**src/shared/synth_regs_pkg.sv**
```systemverilog
// shared constants for the synthesizer configuration/status register link
package synth_regs_pkg;
  localparam int REG_W   = 27;                // register payload width
  localparam int FRAME_W = 32;                // one serial frame
  localparam int ADDR_W  = 4;                 // register index width
  localparam int RW_BIT  = 31;                // frame bit: 1 = read
  localparam int ADDR_HI = 30;                // frame address field
  localparam int ADDR_LO = 27;
  localparam int HEAD_BITS = 5;               // rw bit plus address
  localparam int CNT_W   = 6;                 // frame bit counter width

  // register indices
  localparam logic [3:0] OFS_LOW_POWER = 4'h5;
  localparam logic [3:0] OFS_CAL_MOD   = 4'h6;
  localparam logic [3:0] OFS_PIN_FAST  = 4'h7;
  localparam logic [3:0] OFS_REGULATOR = 4'h8;
  localparam logic [3:0] OFS_TEST_INIT = 4'h9;
  localparam logic [3:0] OFS_STATUS    = 4'ha;

  // low-power register fields
  localparam int SECOND_OUTPUT_BUFFER_LOW_POWER = 4;
  localparam int RF_SPLITTER_LOW_POWER          = 2;
  localparam int REFERENCE_BUFFER_LOW_POWER     = 0;
  localparam logic [26:0] LOW_POWER_USED_MASK   = 27'h000_0015;

  // calibration / modulator register fields
  localparam int DITHER_ENABLE             = 26;
  localparam int MODULATOR_ORDER_LO        = 22;
  localparam int CALIBRATION_AUTO_RESTART  = 20;
  localparam int OSCILLATOR_SELECT_LO      = 18;
  localparam int MANUAL_SUBBAND_LO         = 13;
  localparam int TEMP_COMPENSATION         = 12;
  localparam int PRECHARGE_SLOTS_LO        = 10;
  localparam int CALIBRATION_ACCURACY_BOOST = 9;
  localparam int CAL_DIVIDER_LO            = 0;
  localparam logic [8:0] CAL_DIVIDER_MAX   = 9'h1ff;
  localparam logic [1:0] EXTRA_SLOTS       = 2'h2;

  // pin and fast-lock register fields
  localparam int SHARED_PIN_HIGH_Z         = 25;
  localparam int SHARED_PIN_DRIVER_TYPE    = 24;
  localparam int SERIAL_OUT_DISABLE        = 23;
  localparam int SHARED_PIN_SOURCE_LO      = 21;
  localparam int FAST_LOCK_ENABLE          = 18;
  localparam int FAST_LOCK_PUMP_CURRENT_LO = 13;
  localparam int FAST_LOCK_DURATION_LO     = 0;

  // regulator register fields
  localparam int SECOND_POWERDOWN_PIN_IGNORE  = 26;
  localparam int HIGH_VOLTAGE_REGULATOR_LO    = 0;

  // status word layout: started[17:13], overcurrent[12:8], lock[7], osc[6:5], band[4:0]
  localparam int STATUS_PAD_W = 9;

  // host controller command port
  localparam logic [3:0] HOST_CMD    = 4'h0;
  localparam logic [3:0] HOST_STATUS = 4'h1;
  localparam logic [3:0] HOST_RDATA  = 4'h2;

  // what drives the shared pin outside a read
  typedef enum logic [1:0] {
    SRC_LOCK, SRC_VCO_DIV, SRC_CAL_DIV, SRC_FAST_CLK
  } pin_source_e;
endpackage : synth_regs_pkg

```
**src/shared/synth_spi_if.sv**
```systemverilog
// serial link between host controller and synthesizer register bank
`timescale 1ns/10ps
interface synth_spi_if;
  logic sclk;       // serial clock, made by the host
  logic frame_n;    // frame select, low during a frame
  logic sdi;        // host to device data
  logic pin_out;    // shared lock / serial-out pin value
  logic pin_oe;     // shared pin output enable
  logic pin_level;  // resolved wire, pulled high when undriven

  assign pin_level = pin_oe ? pin_out : 1'b1;

  modport device (input sclk, input frame_n, input sdi, output pin_out, output pin_oe);
  modport host (output sclk, output frame_n, output sdi, input pin_level);
endinterface : synth_spi_if

```
**src/hw/synth_config_device.sv**
```systemverilog
// synthesizer configuration and status register bank, device end of the link
// Notes on behaviour
// - three low-power bits, one means low
// - host writes zero to reserved bits
// - dither bit enables modulator dithering
// - order field: 00 third, 01 second, 10 first, 11 fourth
// - auto-restart bit; unsupported variants keep zero
// - manual oscillator select and sub-band fields
// - temperature compensation enable for calibration
// - precharge slots: code plus one
// - accuracy bit adds two calibration slots
// - divider ratio, zero means 511
// - high-z bit floats shared pin
// - driver type: open-drain or push-pull
// - serial-out auto switch unless disabled
// - source select: lock, vco div, cal div, fast clock
// - fast lock via pin, pump current field
// - fast lock lasts duration field pfd cycles
// - ignore second powerdown pin, first controls both
// - high-voltage regulator level code
// - host writes test register all zero
// - status start-up and overcurrent flags
// - status lock bit mirrors lock detector
// - status returns calibrated oscillator and sub-band
// - host follows first programming order
`timescale 1ns/10ps
module synth_config_device
  import synth_regs_pkg::*;
#(
  parameter int DUR_W = 13                      // fast-lock duration width
) (
  input  wire logic                  clock,
  input  wire logic                  sys_rst,
  synth_spi_if.device                spi,
  input  wire logic                  pll_locked,
  input  wire logic                  vco_divider_clock,
  input  wire logic                  cal_divider_clock,
  input  wire logic                  fast_lock_clock,
  input  wire logic                  fast_lock_switch_pin,
  input  wire logic                  rf1_powerdown_pin,
  input  wire logic                  rf2_powerdown_pin,
  input  wire logic                  pfd_tick,
  input  wire logic [4:0]            regulator_started,
  input  wire logic [4:0]            regulator_overcurrent,
  input  wire logic [1:0]            calibrated_oscillator,
  input  wire logic [4:0]            calibrated_subband,
  output logic [REG_W-1:0]           low_power_control,
  output logic [REG_W-1:0]           calibration_modulator_config,
  output logic [REG_W-1:0]           pin_and_fast_lock_config,
  output logic [REG_W-1:0]           regulator_config,
  output logic [REG_W-1:0]           test_initialization,
  output logic [2:0]                 modulator_stages,
  output logic [8:0]                 calibration_divide_ratio,
  output logic [2:0]                 precharge_slot_count,
  output logic [1:0]                 calibration_extra_slots,
  output logic                       rf1_powered_down,
  output logic                       rf2_powered_down,
  output logic                       fast_lock_active,
  output logic [4:0]                 fast_lock_pump_current
);
  import synth_regs_pkg::*;

  // register read decode; status is assembled live from the inputs
  function automatic logic [REG_W-1:0] read_word(input logic [3:0] idx,
                                                 input logic [REG_W-1:0] r5,
                                                 input logic [REG_W-1:0] r6,
                                                 input logic [REG_W-1:0] r7,
                                                 input logic [REG_W-1:0] r8,
                                                 input logic [REG_W-1:0] r9,
                                                 input logic [REG_W-1:0] st);
    case (idx)
      OFS_LOW_POWER: read_word = r5;
      OFS_CAL_MOD:   read_word = r6;
      OFS_PIN_FAST:  read_word = r7;
      OFS_REGULATOR: read_word = r8;
      OFS_TEST_INIT: read_word = r9;
      OFS_STATUS:    read_word = st;
      default:       read_word = '0;            // unmapped reads as zero
    endcase
  endfunction : read_word

  // link state
  logic                 sclk_q;                 // last sampled serial clock
  logic                 frame_q;                // last sampled frame select
  logic [FRAME_W-1:0]   shift_in;               // incoming frame bits
  logic [CNT_W-1:0]     bit_cnt;                // bits seen this frame
  logic                 reading;                // shared pin carries read data
  logic [REG_W-1:0]     shift_out;              // read data, msb on the pin
  logic                 next_sclk_q;
  logic                 next_frame_q;
  logic [FRAME_W-1:0]   next_shift_in;
  logic [CNT_W-1:0]     next_bit_cnt;
  logic                 next_reading;
  logic [REG_W-1:0]     next_shift_out;
  logic [REG_W-1:0]     next_low_power, next_cal_mod, next_pin_fast;
  logic [REG_W-1:0]     next_regulator, next_test_init;
  logic [REG_W-1:0]     status_word;            // read-only status view
  logic [FRAME_W-1:0]   head;                   // frame after this bit

  // status bits come straight from the analog side, never stored
  assign status_word = {{STATUS_PAD_W{1'b0}}, regulator_started,
                        regulator_overcurrent, pll_locked,
                        calibrated_oscillator, calibrated_subband};

  // next-state logic of the serial slave and the register file
  always_comb begin
    head           = {shift_in[FRAME_W-2:0], spi.sdi};
    next_sclk_q    = spi.sclk;
    next_frame_q   = spi.frame_n;
    next_shift_in  = shift_in;
    next_bit_cnt   = bit_cnt;
    next_reading   = reading;
    next_shift_out = shift_out;
    next_low_power = low_power_control;
    next_cal_mod   = calibration_modulator_config;
    next_pin_fast  = pin_and_fast_lock_config;
    next_regulator = regulator_config;
    next_test_init = test_initialization;
    if (spi.frame_n) begin
      // frame closed: commit only a full-length write
      next_bit_cnt = '0;
      next_reading = 1'b0;
      if (!frame_q && bit_cnt == CNT_W'(FRAME_W) && !shift_in[RW_BIT]) begin
        case (shift_in[ADDR_HI:ADDR_LO])
          OFS_LOW_POWER: next_low_power = shift_in[REG_W-1:0];
          OFS_CAL_MOD:   next_cal_mod   = shift_in[REG_W-1:0];
          OFS_PIN_FAST:  next_pin_fast  = shift_in[REG_W-1:0];
          OFS_REGULATOR: next_regulator = shift_in[REG_W-1:0];
          OFS_TEST_INIT: next_test_init = shift_in[REG_W-1:0];
          default: begin
            // status and unmapped writes are dropped
          end
        endcase
      end
    end else if (spi.sclk && !sclk_q) begin
      // rising serial clock: take one bit, msb first
      next_shift_in = head;
      if (bit_cnt != CNT_W'(FRAME_W)) begin
        next_bit_cnt = bit_cnt + 1'b1;
      end
      // header complete: a read turns the pin to data unless serial-out is disabled
      if (bit_cnt == CNT_W'(HEAD_BITS - 1) && head[HEAD_BITS-1] &&
          !pin_and_fast_lock_config[SERIAL_OUT_DISABLE]) begin
        next_reading   = 1'b1;
        next_shift_out = read_word(head[ADDR_W-1:0], low_power_control,
                                   calibration_modulator_config,
                                   pin_and_fast_lock_config, regulator_config,
                                   test_initialization, status_word);
      end
    end else if (!spi.sclk && sclk_q && reading && bit_cnt > CNT_W'(HEAD_BITS)) begin
      // falling serial clock: present the next read bit; the fall right after
      // the header keeps the top bit up for the host's first sample
      next_shift_out = {shift_out[REG_W-2:0], 1'b0};
    end
  end

  // link and register flops; all but frame_q zero after reset, which is every field default
  always_ff @(posedge clock or posedge sys_rst) begin
    if (sys_rst) begin
      sclk_q                       <= 1'b0;
      frame_q                      <= 1'b1;
      shift_in                     <= '0;
      bit_cnt                      <= '0;
      reading                      <= 1'b0;
      shift_out                    <= '0;
      low_power_control            <= '0;
      calibration_modulator_config <= '0;
      pin_and_fast_lock_config     <= '0;
      regulator_config             <= '0;
      test_initialization          <= '0;
    end else begin
      sclk_q                       <= next_sclk_q;
      frame_q                      <= next_frame_q;
      shift_in                     <= next_shift_in;
      bit_cnt                      <= next_bit_cnt;
      reading                      <= next_reading;
      shift_out                    <= next_shift_out;
      low_power_control            <= next_low_power;
      calibration_modulator_config <= next_cal_mod;
      pin_and_fast_lock_config     <= next_pin_fast;
      regulator_config             <= next_regulator;
      test_initialization          <= next_test_init;
    end
  end

  // decoded controls, shared pin and fast-lock timer
  logic              fl_pin_q;                  // previous fast-lock pin level
  logic [DUR_W-1:0]  fl_count;                  // pfd ticks left in the slot
  logic [DUR_W-1:0]  next_fl_count;
  logic              next_fl_active;
  logic [2:0]        next_stages;
  logic [8:0]        next_div_ratio;
  logic [2:0]        next_precharge;
  logic [1:0]        next_extra;
  logic              next_pin_out, next_pin_oe;
  logic              pin_value;                 // logical value for the pin
  logic              next_rf2_pd;
  logic [1:0]        order_code;
  logic [8:0]        div_code;
  pin_source_e       source;

  always_comb begin
    order_code = calibration_modulator_config[MODULATOR_ORDER_LO +: 2];
    div_code   = calibration_modulator_config[CAL_DIVIDER_LO +: 9];
    source     = pin_source_e'(pin_and_fast_lock_config[SHARED_PIN_SOURCE_LO +: 2]);
    case (order_code)
      2'h0:    next_stages = 3'h3;
      2'h1:    next_stages = 3'h2;
      2'h2:    next_stages = 3'h1;
      default: next_stages = 3'h4;
    endcase
    next_div_ratio = (div_code == '0) ? CAL_DIVIDER_MAX : div_code;
    next_precharge = {1'b0, calibration_modulator_config[PRECHARGE_SLOTS_LO +: 2]}
                     + 3'h1;
    next_extra = calibration_modulator_config[CALIBRATION_ACCURACY_BOOST] ?
                 EXTRA_SLOTS : 2'h0;
    // second stage follows the first pin when its own pin is ignored
    next_rf2_pd = regulator_config[SECOND_POWERDOWN_PIN_IGNORE] ?
                  rf1_powerdown_pin : rf2_powerdown_pin;
    // fast-lock slot: a rising switch pin starts it, pfd ticks drain it
    next_fl_count = fl_count;
    if (!pin_and_fast_lock_config[FAST_LOCK_ENABLE]) begin
      next_fl_count = '0;
    end else if (fast_lock_switch_pin && !fl_pin_q) begin
      next_fl_count = pin_and_fast_lock_config[FAST_LOCK_DURATION_LO +: DUR_W];
    end else if (pfd_tick && fl_count != '0) begin
      next_fl_count = fl_count - 1'b1;
    end
    next_fl_active = (next_fl_count != '0);
    // shared pin source: read data wins over the multiplexer
    case (source)
      SRC_LOCK:     pin_value = pll_locked;
      SRC_VCO_DIV:  pin_value = vco_divider_clock;
      SRC_CAL_DIV:  pin_value = cal_divider_clock;
      SRC_FAST_CLK: pin_value = fast_lock_clock;
      default:      pin_value = pll_locked;
    endcase
    if (reading) begin
      pin_value = shift_out[REG_W-1];
    end
    // open drain only ever pulls low; push-pull drives both levels
    if (pin_and_fast_lock_config[SHARED_PIN_HIGH_Z]) begin
      next_pin_out = 1'b0;
      next_pin_oe  = 1'b0;
    end else if (pin_and_fast_lock_config[SHARED_PIN_DRIVER_TYPE]) begin
      next_pin_out = pin_value;
      next_pin_oe  = 1'b1;
    end else begin
      next_pin_out = 1'b0;
      next_pin_oe  = !pin_value;
    end
  end

  // registered copies; the pin lags its source by one cycle
  always_ff @(posedge clock or posedge sys_rst) begin
    if (sys_rst) begin
      fl_pin_q                 <= 1'b0;
      fl_count                 <= '0;
      fast_lock_active         <= 1'b0;
      fast_lock_pump_current   <= '0;
      modulator_stages         <= 3'h3;
      calibration_divide_ratio <= CAL_DIVIDER_MAX;
      precharge_slot_count     <= 3'h1;
      calibration_extra_slots  <= 2'h0;
      rf1_powered_down         <= 1'b0;
      rf2_powered_down         <= 1'b0;
      spi.pin_out              <= 1'b0;
      spi.pin_oe               <= 1'b0;
    end else begin
      fl_pin_q                 <= fast_lock_switch_pin;
      fl_count                 <= next_fl_count;
      fast_lock_active         <= next_fl_active;
      fast_lock_pump_current   <= pin_and_fast_lock_config[FAST_LOCK_PUMP_CURRENT_LO +: 5];
      modulator_stages         <= next_stages;
      calibration_divide_ratio <= next_div_ratio;
      precharge_slot_count     <= next_precharge;
      calibration_extra_slots  <= next_extra;
      rf1_powered_down         <= rf1_powerdown_pin;
      rf2_powered_down         <= next_rf2_pd;
      spi.pin_out              <= next_pin_out;
      spi.pin_oe               <= next_pin_oe;
    end
  end
endmodule : synth_config_device

```
**src/flat_wrapper.sv**
```systemverilog
// flat-port wrapper written by rule: the top's interface ports become plain ports
module synth_config_device_flat import synth_regs_pkg::*;
#(
  parameter int DUR_W = 13                                                 
)
  (clock, sys_rst, pll_locked, vco_divider_clock, cal_divider_clock, fast_lock_clock, fast_lock_switch_pin, rf1_powerdown_pin, rf2_powerdown_pin, pfd_tick, regulator_started, regulator_overcurrent, calibrated_oscillator, calibrated_subband, low_power_control, calibration_modulator_config, pin_and_fast_lock_config, regulator_config, test_initialization, modulator_stages, calibration_divide_ratio, precharge_slot_count, calibration_extra_slots, rf1_powered_down, rf2_powered_down, fast_lock_active, fast_lock_pump_current, spi_sclk, spi_frame_n, spi_sdi, spi_pin_out, spi_pin_oe);
  synth_spi_if spi_i ();
  input  wire logic clock;
  input  wire logic sys_rst;
  input  wire logic pll_locked;
  input  wire logic vco_divider_clock;
  input  wire logic cal_divider_clock;
  input  wire logic fast_lock_clock;
  input  wire logic fast_lock_switch_pin;
  input  wire logic rf1_powerdown_pin;
  input  wire logic rf2_powerdown_pin;
  input  wire logic pfd_tick;
  input  wire logic [4:0] regulator_started;
  input  wire logic [4:0] regulator_overcurrent;
  input  wire logic [1:0] calibrated_oscillator;
  input  wire logic [4:0] calibrated_subband;
  output logic [REG_W-1:0] low_power_control;
  output logic [REG_W-1:0] calibration_modulator_config;
  output logic [REG_W-1:0] pin_and_fast_lock_config;
  output logic [REG_W-1:0] regulator_config;
  output logic [REG_W-1:0] test_initialization;
  output logic [2:0] modulator_stages;
  output logic [8:0] calibration_divide_ratio;
  output logic [2:0] precharge_slot_count;
  output logic [1:0] calibration_extra_slots;
  output logic rf1_powered_down;
  output logic rf2_powered_down;
  output logic fast_lock_active;
  output logic [4:0] fast_lock_pump_current;
  input wire logic [$bits(spi_i.sclk)-1:0] spi_sclk;
  input wire logic [$bits(spi_i.frame_n)-1:0] spi_frame_n;
  input wire logic [$bits(spi_i.sdi)-1:0] spi_sdi;
  output wire logic [$bits(spi_i.pin_out)-1:0] spi_pin_out;
  output wire logic [$bits(spi_i.pin_oe)-1:0] spi_pin_oe;
  assign spi_i.sclk = spi_sclk;
  assign spi_i.frame_n = spi_frame_n;
  assign spi_i.sdi = spi_sdi;
  assign spi_pin_out = spi_i.pin_out;
  assign spi_pin_oe = spi_i.pin_oe;
  synth_config_device #(.DUR_W(DUR_W)) u_core (.clock(clock), .sys_rst(sys_rst), .spi(spi_i), .pll_locked(pll_locked), .vco_divider_clock(vco_divider_clock), .cal_divider_clock(cal_divider_clock), .fast_lock_clock(fast_lock_clock), .fast_lock_switch_pin(fast_lock_switch_pin), .rf1_powerdown_pin(rf1_powerdown_pin), .rf2_powerdown_pin(rf2_powerdown_pin), .pfd_tick(pfd_tick), .regulator_started(regulator_started), .regulator_overcurrent(regulator_overcurrent), .calibrated_oscillator(calibrated_oscillator), .calibrated_subband(calibrated_subband), .low_power_control(low_power_control), .calibration_modulator_config(calibration_modulator_config), .pin_and_fast_lock_config(pin_and_fast_lock_config), .regulator_config(regulator_config), .test_initialization(test_initialization), .modulator_stages(modulator_stages), .calibration_divide_ratio(calibration_divide_ratio), .precharge_slot_count(precharge_slot_count), .calibration_extra_slots(calibration_extra_slots), .rf1_powered_down(rf1_powered_down), .rf2_powered_down(rf2_powered_down), .fast_lock_active(fast_lock_active), .fast_lock_pump_current(fast_lock_pump_current));
endmodule
```
**config.mk**
```make
export PLATFORM = sky130hd
export DESIGN_NAME = synth_config_device_flat
export DESIGN_NICKNAME = d
export VERILOG_FILES = /design/src/shared/synth_regs_pkg.sv /design/src/shared/synth_spi_if.sv /design/src/hw/synth_config_device.sv /design/src/flat_wrapper.sv
export SDC_FILE = /design/constraint.sdc
export NUM_CORES = 1
export LEC_CHECK = 0
export ABC_AREA = 1
export BUFFER_PORTS_ARGS = -buffer_cell sky130_fd_sc_hd__buf_2
export CORE_UTILIZATION = 56
export DETAILED_ROUTE_END_ITERATION = 10
export GPL_ROUTABILITY_DRIVEN = 0
export GPL_TIMING_DRIVEN = 1
export PLACE_DENSITY = 0.85
export SETUP_SLACK_MARGIN = 0.2
export SYNTH_ARGS = -nofsm -noshare
export SYNTH_HDL_FRONTEND = slang
export SYNTH_SLANG_ARGS = --single-unit
```
**constraint.sdc**
```tcl
create_clock -name clock -period 9.5 [get_ports clock]
set_clock_uncertainty 0.1 [all_clocks]
set_input_delay 0 -clock clock [delete_from_list [all_inputs] [get_ports clock]]
set_output_delay 0 -clock clock [all_outputs]
set_load 0.01 [all_outputs]
```
==> impl_metrics.env <==
export IMPL_ys_ff_latch=243
export IMPL_synth_top_family_by_area="simple AND/OR/NAND/NOR gates"
export IMPL_clockRootBuffer="clkbuf_16"
export IMPL_fillers=1540
export IMPL_finalNetCount=1583
export IMPL_slew_violations=0
export IMPL_portBuffers=190
export IMPL_path_common_cell="o21ai_0"
export IMPL_clock_sinks=243
export IMPL_reg2reg_to="u_core.shift_out[19]"
export IMPL_clockBufferDepth=3
export IMPL_r2r_cells=8
export IMPL_max_freq_mhz=278
export IMPL_num_vias=10400
export IMPL_seq_area_frac_synth=0.551
export IMPL_ant_nets=0
export IMPL_ys_warn_count=0
export IMPL_max_slew_margin=0.171
export IMPL_yosys_area_share_simple=0.183
export IMPL_cpMaxStageDelayCell="nand3_1"
export IMPL_synth_distinct_cells=33
export IMPL_setup_tns_ns=0
export IMPL_post_cts_resized=0
export IMPL_cp_arrival_ns=3.94
export IMPL_via_per_inst=5.66
export IMPL_synth_mux_area_frac=0
export IMPL_p_leak_nw=6.79
export IMPL_seq_area_um2=6100
export IMPL_r2r_slack_ns=5.90
export IMPL_hp_class="input port to asynchronous set/reset pin"
export IMPL_synth_area_um2=11100
export IMPL_cap_viol_max_count=0
export IMPL_synth_xor_area_frac=0.00316
export IMPL_cp_max_fo=41
export IMPL_postCtsHoldBufs=29
export IMPL_synthCells=1358
export IMPL_grt_pass1_vias=9790
export IMPL_multi_input_area_um2=3810
export IMPL_synth_fp_nets=1394
export IMPL_crit_path_end_kind="register"
export IMPL_path_clk_slew_ns=0.06
export IMPL_cellPowerDensity_nw_per_um2=173
export IMPL_grt_usage=0.318
export IMPL_drt_iter0_drc=977
export IMPL_cpPeakStageDelay_ns=1.15
export IMPL_grt_pass1_wl_um=50200
export IMPL_rows=51
export IMPL_grt_max_degree=84
export IMPL_status="finished, final reports clean"
export IMPL_htreeDepth=1
export IMPL_critPathRequiredTime_ns=9.84
export IMPL_wl_per_cell_um=17.4
export IMPL_critical_path_class="register to register"
export IMPL_antenna_cells=0
export IMPL_antenna_found_initial=0
export IMPL_fp_coreArea_um2=19400
export IMPL_initial_core_util=0.571
export IMPL_fin_crit_ns=3.60
export IMPL_io_pins=192
export IMPL_drtPass1Iterations=7
export IMPL_post_cts_buffers=0
export IMPL_cts_tree="done"
export IMPL_path_cells="inv_2 -> nor2_4 -> nand3_1 -> o21ai_0 -> nor3_1 -> a21oi_1 -> o21ai_0 -> o21ai_0"
export IMPL_synth_compound_area_frac=0.150
export IMPL_dp_hpwl_um=20000
export IMPL_numCtsBuffers=25
export IMPL_grt_overflow_total=0
export IMPL_tightest_slew_ns=1.24
export IMPL_worstSetupStartpointType="register"
export IMPL_routed_wl_um=31900
export IMPL_timing_final_crit_share=0.379
export IMPL_syn_avg_cell_area_um2=8.15
export IMPL_pre_cts_ws_ns=6.01
export IMPL_final_hold_violation_count=0
export IMPL_fp_dieW_um=143
export IMPL_die_height_um=143
export IMPL_worst_ir_drop_vdd_mv=0.134
export IMPL_area_delta_synth_final_pct=20.0
export IMPL_die_area_um2=20300
export IMPL_r2r_start="u_core.shift_in[2]"
export IMPL_insertion_delay_ns=0.53
export IMPL_synth_fa_ha_area_frac=0.00678
export IMPL_layout_drive_gt1_share=0.174
export IMPL_timing_final_ws_setup_ns=5.90
export IMPL_rsz0062_at_grt="false"
export IMPL_finalSetupViolations=0
export IMPL_drc=0
flip-flops by register name (all words and copies together) (netlist names), 3 cells and up:
| register | count |
|---|---|
| u_core.bit_cnt | 6 |
| u_core.calibration_divide_ratio | 9 |
| u_core.calibration_modulator_config | 27 |
| u_core.fast_lock_pump_current | 5 |
| u_core.fl_count | 13 |
| u_core.low_power_control | 27 |
| u_core.modulator_stages | 3 |
| u_core.pin_and_fast_lock_config | 27 |
| u_core.precharge_slot_count | 3 |
| u_core.regulator_config | 27 |
| u_core.shift_in | 32 |
| u_core.shift_out | 27 |
| u_core.test_initialization | 27 |
how the worst max path moves through the flow:
stage               cells after the start  slack [ns]              endpoint                from
CTS                                     8        6.01  u_core.shift_out[19]  u_core.shift_in[2]
floorplan                               1        2.75     u_core.bit_cnt[0]             sys_rst
global placement                        8        6.16  u_core.shift_out[24]  u_core.shift_in[2]
detailed placement                      8        6.01  u_core.shift_out[19]  u_core.shift_in[2]
global route                            8        5.64  u_core.shift_out[19]  u_core.shift_in[2]
finish                                  8        5.90  u_core.shift_out[19]  u_core.shift_in[2]
per-layer routing:
layer / up-vias / GRT usage / share of wire
met5: - / 0 / 0
met4: 0 / 0.165 / 0.040
met3: 105 / 0.0503 / 0.083
met2: 575 / 0.515 / 0.48
met1: 4974 / 0.417 / 0.40
li1: 4702 / - / -
where the power goes:
group	leakage [nW]	internal, mW	switching [mW]
clock network	0.411	0.583	0.409
logic	3.19	0.0453	0.156
registers	3.19	1.08	0.0256
worst max-delay path: cells and delay by family (launching register included):
family / cells / cell delay [ns]
buffers and inverters: 1 / 0.09
AND/OR/NAND/NOR: 3 / 1.99
flip-flops: 1 / 0.39
AO/OA/AOI/OAI: 4 / 0.94
placed cells by master (no fill, tap or decap), drive strengths merged, types with 3 or more instances in the layout:
cell,n
nand2,228
nor3,34
nand4,10
xor2,4
nor2,114
nand3,87
clkbuf,40
dfrtp,230
o21ai,259
a21oi,38
ha,6
dlygate4sd3,29
o22ai,22
buf,197
inv,243
clkinv,3
dfstp,13
per-stage QoR:
stage	power [mW]	hold slack, ns	instances	utilization	instance area [um2]
5_1_grt	2.37	0.0408	1831	0.685	13300
2_1_floorplan	1.24	-0.0955	1358	-	11100
3_5_place_dp	1.31	0.0232	1756	0.627	12200
3_3_place_gp	1.30	0.0213	1756	0.627	12200
6_report	2.29	0.0190	1831	0.685	13300
4_1_cts	2.29	0.0153	1831	0.685	13300
cell usage after synthesis:
library cell | count | area [um2]
inv_1 | 236 | 886
o21ai_0 | 236 | 1180
dfrtp_1 | 230 | 5760
nand2_1 | 225 | 845
nor2_1 | 109 | 409
nand3_1 | 85 | 425
clkbuf_1 | 44 | 165
a21oi_1 | 38 | 190
nor3_1 | 34 | 170
o21ai_1 | 23 | 115
o22ai_1 | 22 | 138
buf_2 | 15 | 75.1
dfstp_2 | 13 | 342
nand4_1 | 7 | 43.8
ha_1 | 6 | 75.1
inv_2 | 6 | 22.5
xor2_1 | 4 | 35.0
nand4_2 | 3 | 37.5
nor2_2 | 3 | 18.8
buf_1 | 2 | 7.51
buf_4 | 2 | 15.0
nand2_2 | 2 | 12.5
nand3_2 | 2 | 20.0
nor2_4 | 2 | 22.5
a311oi_1 | 1 | 8.76
a31oi_1 | 1 | 6.26
a41oi_1 | 1 | 8.76
clkbuf_2 | 1 | 5.00
conb_1 | 1 | 3.75
nand2_4 | 1 | 11.3
nand3b_1 | 1 | 7.51
o31ai_1 | 1 | 7.51
or2_2 | 1 | 6.26
cell type report:
| type | count | area share |
|---|---|---|
| well taps | 265 | 0.0250 |
| multi-input cells | 809 | 0.287 |
| flip-flops and latches | 243 | 0.459 |
| clock inverters | 6 | 0.00490 |
| inverters | 242 | 0.0689 |
| repair buffers | 226 | 0.0974 |
| clock buffers | 40 | 0.0581 |
cell families after synthesis:
logic type	Yosys count
and+or+nand+nor	475
AOI/OAI and AO/OA	323
buffers and inverters	306
DFF	243
adders and majority gates	6
xor gates and xnor gates	4
other	1
(Power assumes the default switching activity.)
